File: config.mk
export PLATFORM = sky130hd
export DESIGN_NAME = gp_timer_time_base
export DESIGN_NICKNAME = d
export VERILOG_FILES = /design/src/hw/gp_timer_pkg.sv /design/src/hw/gp_timer_time_base.sv
export SDC_FILE = /design/constraint.sdc
export NUM_CORES = 1
export LEC_CHECK = 0
export BUFFER_PORTS_ARGS = -buffer_cell sky130_fd_sc_hd__buf_4
export CAP_MARGIN = 10
export CORE_ASPECT_RATIO = 0.5
export CORE_MARGIN = 8
export CORE_UTILIZATION = 55
export DETAILED_ROUTE_END_ITERATION = 16
export GPL_TIMING_DRIVEN = 0
export PLACE_DENSITY = 0.73
export SYNTH_ARGS = -nofsm -noshare
export SYNTH_HDL_FRONTEND = slang
export SYNTH_SLANG_ARGS = --single-unit
File: constraint.sdc
create_clock -name core_clk_in -period 6 [get_ports core_clk_in]
set_clock_uncertainty 0.2 [all_clocks]
set_input_delay 0.3 -clock core_clk_in [delete_from_list [all_inputs] [get_ports core_clk_in]]
set_output_delay 0.3 -clock core_clk_in [all_outputs]
set_load 0.01 [all_outputs]
File: src/hw/gp_timer_pkg.sv
// Constants shared by the general-purpose timer time-base unit.
package gp_timer_pkg;

    // ------------------------------------------------------------------
    // Register offsets (byte addresses)
    // ------------------------------------------------------------------
    localparam logic [7:0] OFS_CONTROL = 8'h00;
    localparam logic [7:0] OFS_SLAVE   = 8'h04;
    localparam logic [7:0] OFS_CHMODE  = 8'h08;
    localparam logic [7:0] OFS_CHEN    = 8'h0C;
    localparam logic [7:0] OFS_FLAGS   = 8'h10;
    localparam logic [7:0] OFS_EVGEN   = 8'h14;
    localparam logic [7:0] OFS_COUNT   = 8'h18;
    localparam logic [7:0] OFS_PSC     = 8'h1C;
    localparam logic [7:0] OFS_RELOAD  = 8'h20;

    // ------------------------------------------------------------------
    // Field positions
    // ------------------------------------------------------------------
    localparam int CTL_RUN_BIT    = 0;
    localparam int CTL_UDIS_BIT   = 1;
    localparam int CTL_URS_BIT    = 2;
    localparam int CTL_DIR_BIT    = 4;
    localparam int CTL_CENTER_BIT = 5;
    localparam int CTL_ARBE_BIT   = 7;
    localparam int SLV_SMS_LSB    = 0;
    localparam int SLV_TS_LSB     = 4;
    localparam int CHM_SEL_LSB    = 0;
    localparam int CHM_FILT_LSB   = 4;
    localparam int CHE_POL_BIT    = 0;
    localparam int FLG_UPD_BIT    = 0;
    localparam int FLG_TRG_BIT    = 1;
    localparam int EVG_UG_BIT     = 0;

    // ------------------------------------------------------------------
    // Reset values and encodings
    // ------------------------------------------------------------------
    localparam logic [15:0] RST_RELOAD   = 16'hFFFF;
    localparam logic [3:0]  RST_PSC_EXP  = 4'h0;
    localparam logic [15:0] RST_COUNT    = 16'h0000;
    localparam logic [2:0]  SMS_INTERNAL = 3'h0;
    localparam logic [2:0]  SMS_EXT_ONE  = 3'h7;
    localparam logic [2:0]  TS_CHANNEL2  = 3'h6;
    localparam logic [1:0]  CH2_SEL_IN   = 2'h1;
    localparam logic [1:0]  RESP_OKAY    = 2'h0;
    localparam logic [1:0]  RESP_SLVERR  = 2'h2;

endpackage

File: src/hw/gp_timer_time_base.sv
// Time-base unit of a general-purpose timer with an AXI4-Lite register port.
//
// Notes on behaviour
// - 16-bit counter: up, down or centre-aligned.
// - Count, reload, prescale registers always accessible.
// - Reload buffered; copied always or at update.
// - Wrap makes update only while update_disable clear.
// - Counts only while enabled; enable lags one cycle.
// - Debug halt never freezes the timer.
// - Prescale divides by two to the exponent.
// - New prescale ratio applies from next update.
// - Up mode: 0 to reload, wrap, overflow.
// - Update from overflow, underflow or software update_generate.
// - Software update in up mode clears both counters.
// - Software update in down mode reloads counter.
// - Update source select hides software update flag.
// - Update sets flag and loads both shadows.
// - Down mode: reload to 0, restart, underflow.
// - Reload shadow refreshed before counter reload.
// - Centre mode: up to reload, down to 0.
// - Centre mode: hardware owns count_direction.
// - Centre mode: updates at both ends; software restarts.
// - Centre mode keeps counting while updates disabled.
// - Mode 000 counts internal clock; self-clearing update.
// - Mode 111 counts filtered channel2_input edges.
// - Each selected edge counts once, sets trigger flag.
//
// Design decisions made here: the register offsets and register access over AXI4-Lite.
`timescale 1ns/1ns
`default_nettype none

module gp_timer_time_base (
    input  wire logic        core_clk_in,       // 10 MHz clock
    input  wire logic        arst_n_in,         // async reset, low
    input  wire logic [7:0]  s_axi_awaddr_in,   // write address
    input  wire logic        s_axi_awvalid_in,  // write address valid
    output logic             s_axi_awready_out, // write address ready
    input  wire logic [31:0] s_axi_wdata_in,    // write data
    input  wire logic [3:0]  s_axi_wstrb_in,    // write byte strobes
    input  wire logic        s_axi_wvalid_in,   // write data valid
    output logic             s_axi_wready_out,  // write data ready
    output logic [1:0]       s_axi_bresp_out,   // write response
    output logic             s_axi_bvalid_out,  // write response valid
    input  wire logic        s_axi_bready_in,   // write response ready
    input  wire logic [7:0]  s_axi_araddr_in,   // read address
    input  wire logic        s_axi_arvalid_in,  // read address valid
    output logic             s_axi_arready_out, // read address ready
    output logic [31:0]      s_axi_rdata_out,   // read data
    output logic [1:0]       s_axi_rresp_out,   // read response
    output logic             s_axi_rvalid_out,  // read data valid
    input  wire logic        s_axi_rready_in,   // read data ready
    input  wire logic        channel2_input_in, // external pulse pin
    output logic [15:0]      count_out,         // current count
    output logic             count_direction_out, // 1 = counting down
    output logic             update_event_out   // update pulse
);
    import gp_timer_pkg::*;

    // ------------------------------------------------------------------
    // State
    // ------------------------------------------------------------------
    typedef struct packed {
        logic        aw_held;
        logic [7:0]  aw_addr;
        logic        w_held;
        logic [31:0] w_data;
        logic [3:0]  w_strb;
        logic        bvalid;
        logic [1:0]  bresp;
        logic        rvalid;
        logic [31:0] rdata;
        logic [1:0]  rresp;
        logic        counter_run_enable;
        logic        update_disable;
        logic        update_request_source;
        logic        count_direction;
        logic        center_mode;
        logic        autoreload_buffer_enable;
        logic [2:0]  slave_mode_select;
        logic [2:0]  trigger_select;
        logic [1:0]  ch2_select;
        logic [3:0]  ch2_input_filter;
        logic        ch2_polarity;
        logic        update_irq_flag;
        logic        trigger_irq_flag;
        logic        counter_enable_delayed;
        logic [15:0] cnt;
        logic [15:0] psc_cnt;
        logic [3:0]  psc_buf;
        logic [3:0]  psc_sh;
        logic [15:0] arr_buf;
        logic [15:0] arr_sh;
        logic [2:0]  sync;
        logic        flt_lvl;
        logic        flt_prev;
        logic [3:0]  flt_cnt;
        logic        ue;
    } state_t;

    state_t st_r;
    state_t st_nxt;

    logic        wr_fire;
    logic        update_generate;
    logic        update_event;
    logic        counter_tick;
    logic        ext_edge;
    logic        ovf;
    logic        unf;
    logic [15:0] arr_act;
    logic [15:0] arr_new;
    logic [15:0] psc_max;
    logic [31:0] wmerge;

    // ------------------------------------------------------------------
    // Helpers
    // ------------------------------------------------------------------
    function automatic logic is_mapped(input logic [7:0] a);
        is_mapped = (a[1:0] == 2'h0) && (a <= OFS_RELOAD);
    endfunction

    function automatic logic [31:0] merge(input logic [31:0] old,
                                          input logic [31:0] d,
                                          input logic [3:0]  be);
        logic [31:0] r;
        r = old;
        for (int i = 0; i < 4; i++) begin
            if (be[i]) begin
                r[8*i +: 8] = d[8*i +: 8];
            end
        end
        merge = r;
    endfunction

    function automatic logic [31:0] reg_read(input logic [7:0] a,
                                             input state_t s);
        logic [31:0] r;
        r = 32'h0000_0000;
        unique case (a)
            OFS_CONTROL: begin
                r[CTL_RUN_BIT]    = s.counter_run_enable;
                r[CTL_UDIS_BIT]   = s.update_disable;
                r[CTL_URS_BIT]    = s.update_request_source;
                r[CTL_DIR_BIT]    = s.count_direction;
                r[CTL_CENTER_BIT] = s.center_mode;
                r[CTL_ARBE_BIT]   = s.autoreload_buffer_enable;
            end
            OFS_SLAVE: begin
                r[SLV_SMS_LSB +: 3] = s.slave_mode_select;
                r[SLV_TS_LSB +: 3]  = s.trigger_select;
            end
            OFS_CHMODE: begin
                r[CHM_SEL_LSB +: 2]  = s.ch2_select;
                r[CHM_FILT_LSB +: 4] = s.ch2_input_filter;
            end
            OFS_CHEN:   r[CHE_POL_BIT] = s.ch2_polarity;
            OFS_FLAGS: begin
                r[FLG_UPD_BIT] = s.update_irq_flag;
                r[FLG_TRG_BIT] = s.trigger_irq_flag;
            end
            OFS_COUNT:  r[15:0] = s.cnt;
            OFS_PSC:    r[3:0]  = s.psc_buf;
            OFS_RELOAD: r[15:0] = s.arr_buf;
            default:    r = 32'h0000_0000;
        endcase
        reg_read = r;
    endfunction

    // ------------------------------------------------------------------
    // Next-state logic
    // ------------------------------------------------------------------
    // No debug-halt input exists: the timer has no way to be frozen.
    always_comb begin
        st_nxt  = st_r;
        wmerge  = 32'h0000_0000;
        ovf     = 1'b0;
        unf     = 1'b0;

        // Channel-2 pin: three flops, accepted when stages 2 and 3 agree.
        st_nxt.sync = {st_r.sync[1:0], channel2_input_in};
        if (st_r.sync[1] == st_r.sync[2] && st_r.sync[2] != st_r.flt_lvl)
        begin
            if (st_r.flt_cnt >= st_r.ch2_input_filter) begin
                st_nxt.flt_lvl = st_r.sync[2];
                st_nxt.flt_cnt = 4'h0;
            end else begin
                st_nxt.flt_cnt = st_r.flt_cnt + 4'h1;
            end
        end else begin
            st_nxt.flt_cnt = 4'h0;
        end
        st_nxt.flt_prev = st_r.flt_lvl;
        ext_edge = (st_r.slave_mode_select == SMS_EXT_ONE)
                && (st_r.trigger_select == TS_CHANNEL2)
                && (st_r.ch2_select == CH2_SEL_IN)
                && (st_r.ch2_polarity ? (st_r.flt_prev & ~st_r.flt_lvl)
                                      : (st_r.flt_lvl & ~st_r.flt_prev));

        // Prescaler driven by the selected source.
        st_nxt.counter_enable_delayed = st_r.counter_run_enable;
        psc_max = 16'((32'h1 << st_r.psc_sh) - 32'h1);
        counter_tick = 1'b0;
        if (st_r.counter_enable_delayed &&
            ((st_r.slave_mode_select == SMS_INTERNAL) || ext_edge)) begin
            if (st_r.psc_cnt >= psc_max) begin
                st_nxt.psc_cnt = 16'h0000;
                counter_tick   = 1'b1;
            end else begin
                st_nxt.psc_cnt = st_r.psc_cnt + 16'h0001;
            end
        end

        // Bus write decode; update_generate exists only in this cycle.
        wr_fire = st_r.aw_held && st_r.w_held && !st_r.bvalid;
        update_generate = wr_fire && (st_r.aw_addr == OFS_EVGEN)
                       && st_r.w_strb[0] && st_r.w_data[EVG_UG_BIT];

        // Wrap detection.
        arr_act = st_r.autoreload_buffer_enable ? st_r.arr_sh
                                                : st_r.arr_buf;
        if (counter_tick && !update_generate) begin
            if (st_r.center_mode) begin
                ovf = !st_r.count_direction &&
                      ({1'b0, st_r.cnt} + 17'h1 >= {1'b0, arr_act});
                unf = st_r.count_direction && (st_r.cnt <= 16'h0001);
            end else if (st_r.count_direction) begin
                unf = (st_r.cnt == 16'h0000);
            end else begin
                ovf = (st_r.cnt >= arr_act);
            end
        end
        update_event = !st_r.update_disable &&
                       (update_generate || ovf || unf);
        // The new reload reaches the counter in the same edge.
        arr_new = update_event ? st_r.arr_buf : arr_act;

        // Counter.
        if (update_generate) begin
            st_nxt.psc_cnt = 16'h0000;
            if (!st_r.center_mode && st_r.count_direction) begin
                st_nxt.cnt = arr_new;
            end else begin
                st_nxt.cnt = 16'h0000;
                if (st_r.center_mode) begin
                    st_nxt.count_direction = 1'b0;
                end
            end
        end else if (counter_tick) begin
            if (st_r.center_mode) begin
                if (ovf) begin
                    st_nxt.cnt = arr_act;
                    st_nxt.count_direction = 1'b1;
                end else if (unf) begin
                    st_nxt.cnt = 16'h0000;
                    st_nxt.count_direction = 1'b0;
                end else if (st_r.count_direction) begin
                    st_nxt.cnt = st_r.cnt - 16'h0001;
                end else begin
                    st_nxt.cnt = st_r.cnt + 16'h0001;
                end
            end else if (st_r.count_direction) begin
                st_nxt.cnt = unf ? arr_new
                                 : st_r.cnt - 16'h0001;
            end else begin
                st_nxt.cnt = ovf ? 16'h0000
                                 : st_r.cnt + 16'h0001;
            end
        end

        // Shadows.
        if (update_event) begin
            st_nxt.arr_sh = st_r.arr_buf;
            st_nxt.psc_sh = st_r.psc_buf;
        end else if (!st_r.autoreload_buffer_enable) begin
            st_nxt.arr_sh = st_r.arr_buf;
        end

        // Flags: a hardware set wins over a same-cycle clear.
        if (wr_fire && st_r.aw_addr == OFS_FLAGS && st_r.w_strb[0]) begin
            if (st_r.w_data[FLG_UPD_BIT]) begin
                st_nxt.update_irq_flag = 1'b0;
            end
            if (st_r.w_data[FLG_TRG_BIT]) begin
                st_nxt.trigger_irq_flag = 1'b0;
            end
        end
        // update_request_source keeps update_generate from setting the flag.
        if (update_event &&
            !(update_generate && st_r.update_request_source)) begin
            st_nxt.update_irq_flag = 1'b1;
        end
        if (ext_edge) begin
            st_nxt.trigger_irq_flag = 1'b1;
        end
        st_nxt.ue = update_event;

        // Register writes; software may touch any of these at any time.
        if (wr_fire) begin
            wmerge = merge(reg_read(st_r.aw_addr, st_r), st_r.w_data,
                           st_r.w_strb);
            unique case (st_r.aw_addr)
                OFS_CONTROL: begin
                    st_nxt.counter_run_enable = wmerge[CTL_RUN_BIT];
                    st_nxt.update_disable     = wmerge[CTL_UDIS_BIT];
                    st_nxt.update_request_source = wmerge[CTL_URS_BIT];
                    st_nxt.center_mode        = wmerge[CTL_CENTER_BIT];
                    st_nxt.autoreload_buffer_enable = wmerge[CTL_ARBE_BIT];
                    if (!st_r.center_mode) begin
                        st_nxt.count_direction = wmerge[CTL_DIR_BIT];
                    end
                end
                OFS_SLAVE: begin
                    st_nxt.slave_mode_select = wmerge[SLV_SMS_LSB +: 3];
                    st_nxt.trigger_select    = wmerge[SLV_TS_LSB +: 3];
                end
                OFS_CHMODE: begin
                    st_nxt.ch2_select       = wmerge[CHM_SEL_LSB +: 2];
                    st_nxt.ch2_input_filter = wmerge[CHM_FILT_LSB +: 4];
                end
                OFS_CHEN:   st_nxt.ch2_polarity = wmerge[CHE_POL_BIT];
                OFS_COUNT:  st_nxt.cnt     = wmerge[15:0];
                OFS_PSC:    st_nxt.psc_buf = wmerge[3:0];
                OFS_RELOAD: st_nxt.arr_buf = wmerge[15:0];
                default:    st_nxt.psc_buf = st_r.psc_buf;
            endcase
        end

        // AXI4-Lite handshakes.
        if (s_axi_awvalid_in && !st_r.aw_held) begin
            st_nxt.aw_held = 1'b1;
            st_nxt.aw_addr = s_axi_awaddr_in;
        end
        if (s_axi_wvalid_in && !st_r.w_held) begin
            st_nxt.w_held = 1'b1;
            st_nxt.w_data = s_axi_wdata_in;
            st_nxt.w_strb = s_axi_wstrb_in;
        end
        if (wr_fire) begin
            st_nxt.aw_held = 1'b0;
            st_nxt.w_held  = 1'b0;
            st_nxt.bvalid  = 1'b1;
            st_nxt.bresp   = is_mapped(st_r.aw_addr) ? RESP_OKAY
                                                     : RESP_SLVERR;
        end else if (st_r.bvalid && s_axi_bready_in) begin
            st_nxt.bvalid = 1'b0;
        end
        if (s_axi_arvalid_in && !st_r.rvalid) begin
            st_nxt.rvalid = 1'b1;
            st_nxt.rdata  = reg_read(s_axi_araddr_in, st_r);
            st_nxt.rresp  = is_mapped(s_axi_araddr_in) ? RESP_OKAY
                                                       : RESP_SLVERR;
        end else if (st_r.rvalid && s_axi_rready_in) begin
            st_nxt.rvalid = 1'b0;
        end
    end

    // ------------------------------------------------------------------
    // State register
    // ------------------------------------------------------------------
    always_ff @(posedge core_clk_in or negedge arst_n_in) begin
        if (!arst_n_in) begin
            st_r         <= '0;
            st_r.cnt     <= RST_COUNT;
            st_r.psc_buf <= RST_PSC_EXP;
            st_r.psc_sh  <= RST_PSC_EXP;
            st_r.arr_buf <= RST_RELOAD;
            st_r.arr_sh  <= RST_RELOAD;
        end else begin
            st_r <= st_nxt;
        end
    end

    assign s_axi_awready_out   = !st_r.aw_held;
    assign s_axi_wready_out    = !st_r.w_held;
    assign s_axi_bvalid_out    = st_r.bvalid;
    assign s_axi_bresp_out     = st_r.bresp;
    assign s_axi_arready_out   = !st_r.rvalid;
    assign s_axi_rvalid_out    = st_r.rvalid;
    assign s_axi_rdata_out     = st_r.rdata;
    assign s_axi_rresp_out     = st_r.rresp;
    assign count_out           = st_r.cnt;
    assign count_direction_out = st_r.count_direction;
    assign update_event_out    = st_r.ue;
endmodule

`default_nettype wire

==> out/metrics.csv <==
metric;value;unit
clk sinks;152;
Worst-Margin Slew;1086;ps
GPL Wtd Cong;0.9961;
Fmax;172.8;MHz
number of detailed-route iterations in the first pass;7;
top-count cell post-synth;nor2_1;
grt total ovfl;0;
Via-to-Cell Ratio;6.325;
die area;24510;sq um
Post-Route Utilization;0.6573;
total wire length;39770;um
Area after DPL;11770;sq um
unrepaired setup endpoints after global routing;no;
worst r2r src;st_r[42];
vias in the first global route;10040;
final worst-path setup slack;213.0;ps
Mean Syn Cell Area;8.920;sq um
Die H;114.8;um
Setup crit start kind;register;
first-pass GRT wire length;59780;um
largest net degree at the start of global routing;96;
Reg clk slew, reported paths;70;ps
post-synthesis sequential area ratio;0.3582;
WL per Instance;24.37;um
layout cells sized above 1;0.2139;
Area contributors post-synth;dfrtp_1 28%, dfstp_2 7.8%, ha_1 6.8%, mux2_2 6.1%, nor2_1 4.3%;
layout net count;1470;
Yosys top cell by area;dfrtp_1;
setup TNS;0;ps
initial core utilization;0.5566;
Hold Slack;104.5;ps
Crit path arrival time;5950;ps
Post-Syn Instances;1203;
Cell Pwr Density;429.0;nW/um^2
worst min-delay path category;input pin to register;
outcome;completed;
Top Ports;119;
CTS tree;yes;
Worst-Skew Late Latency;460;ps
minimum clock period;5787;ps
Synth cell types;84;
EDFF count, synth;0;
Syn Std Cell Area;10730;sq um
Worst R2R Setup Slack;210;ps
ys async rst share;1.000;
Reg2Reg Depth;19;
cts bufs inserted;17;
worst rel slew slack;0.2682;
Yosys top cell area share;0.2799;
H-Tree Level Count;4;
Max Fanout on Critical Path;10;
Vias;10320;
storage element area;3844;sq um
Die Span X;213.5;um
DR iter-0 viols;1182;
footprint of the multi-input gates;6143;sq um
initial antenna violation count;0;
Residual DRC;0;
final worst-path cycle share;0.9645;
worst setup path endpoint;count_out[7];
fin. max-slew vios;0;
Filler cells;1583;
Port Buf Inserts;81;
core region area;19280;sq um
P&R area growth vs syn;18.09;%
worst setup path startpoint;st_r[42];
synthesized flop and latch total;152;
max-cap viol count;0;
Max clock buf depth;2;
Worst EP required;6160;ps
clk root buf;clkbuf_16;
Worst Setup End Kind;register;
# setup viols final;0;
RR Endpoint;count_out[7];
post-detail-place hpwl;28040;um
GRT Util Overall;0.3254;
final hold vios;0;
DRT antenna net count;0;
post-route cell area;12670;sq um
peak supply drop;295.2;uV
CP Class;register to register;
dpl ws;-1.673;ps
Synth top cells by count;123 x nor2_1, 122 x nand2_1, 120 x dfrtp_1, 77 x a21oi_1, 62 x o21ai_0;
Synth warnings;0;
leakage;5.542;nW
Placement Rows;36;
Post-synth top flop;dfrtp_1;
## kinds of logic after synthesis
family | count (synthesis) | synth area share
other | 2 | 0.0006999
flip-flops | 152 | 0.3582
AND/OR/NAND/NOR | 395 | 0.1784
buffers and inverters | 152 | 0.07579
multiplexers | 103 | 0.1033
XOR/XNOR | 38 | 0.03102
adder cells (fa/ha/maj) | 58 | 0.06763
AO/OA/AOI/OAI | 303 | 0.1849
## metal layers
layer	vias to the layer above	global-route usage	routed length (um)
li1	4596	-	-
met1	4979	0.4487	17580
met2	639	0.4758	16800
met3	109	0.09388	4180
met4	0	0.1304	1203
met5	-	0	0
## sequential cells by signal, summed over array words and instances (netlist names)
name,count
count_direction_out,1
s_axi_bvalid_out,1
s_axi_rdata_out,16
update_event_out,1
count_out,16
st_nxt,4
st_r,110
s_axi_rresp_out,1
s_axi_bresp_out,1
s_axi_rvalid_out,1
## where the power goes
part	switching, W	internal (W)	total [W]	leakage, nW
registers	0.000320	0.00133	0.00165	1.86
logic	0.00159	0.00112	0.00271	3.40
clock network	0.000487	0.000591	0.00108	0.281
## worst min path at each step
stage	startpoint	endpoint	slack [ps]	cells past startpoint
detailed placement	arst_n_in	st_r[57]	100	1
CTS	s_axi_araddr_in[0]	s_axi_rresp_out[1]	100	4
global route	s_axi_araddr_in[0]	s_axi_rresp_out[1]	150	4
finish	s_axi_araddr_in[0]	s_axi_rresp_out[1]	100	4
global placement	st_nxt[8]	st_nxt[9]	140	0
floorplan	arst_n_in	count_direction_out	-200	0
## through the flow
stage	power, W	std cells
floorplan	0.003352	1220
global placement	0.004156	1567
detailed placement	0.004223	1568
CTS	0.005346	1631
global route	0.005706	1631
finish	0.005436	1632
## layout make-up
type                    instances  area share
repair buffers                114     0.07574
clock inverters                14     0.01096
plain buffers                 124     0.05599
diodes                          1   0.0001975
multi-input cells             916      0.4848
inverters                      27    0.007998
clock buffers                  18     0.03466
well taps                     266     0.02627
flip-flops and latches        152      0.3033
## worst max-delay path, cell delays in order (launching register included)
cell and delay, ps:
dfrtp_1 370, clkbuf_1 200, or2_2 360, or3_1 370, ha_1 250, clkbuf_1 240
nor2_1 220, a31oi_1 110, o22a_1 200, ha_1 290, nand4_1 120, nor2_1 120
o2111ai_1 160, o211a_1 360, nor3_4 540, nand2_1 430, clkbuf_1 510, o211ai_1 310
o211ai_1 130, a22oi_1 210
## cells in the final DEF, fill, tap and decap left out, types with 19 or more instances in the layout
| cell type | Yosys | layout |
|---|---|---|
| buf_4 | 56 | 136 |
| nor2_1 | 123 | 123 |
| nand2_1 | 122 | 122 |
| dfrtp_1 | 120 | 120 |
| a21oi_1 | 77 | 77 |
| o21ai_0 | 62 | 62 |
| mux2_2 | 58 | 58 |
| ha_1 | 58 | 58 |
| clkbuf_1 | 50 | 49 |
| mux2i_1 | 41 | 41 |
| dlygate4sd3_1 | 0 | 32 |
| dfstp_2 | 32 | 32 |
| nand3_1 | 29 | 29 |
| inv_1 | 26 | 26 |
| a22oi_1 | 24 | 24 |
| nor3_1 | 23 | 23 |
| xor2_1 | 20 | 20 |
| conb_1 | 2 | 19 |
## what timing repair did
action,in CTS,in global routing
buffers inserted,0,0
endpoints found under the setup margin,1,13
endpoints found under the hold margin,88,0
hold buffers,32,0
pin swaps,0,1
gates resized for setup,1,2
Note: power is estimated with default switching activity, not from simulation.
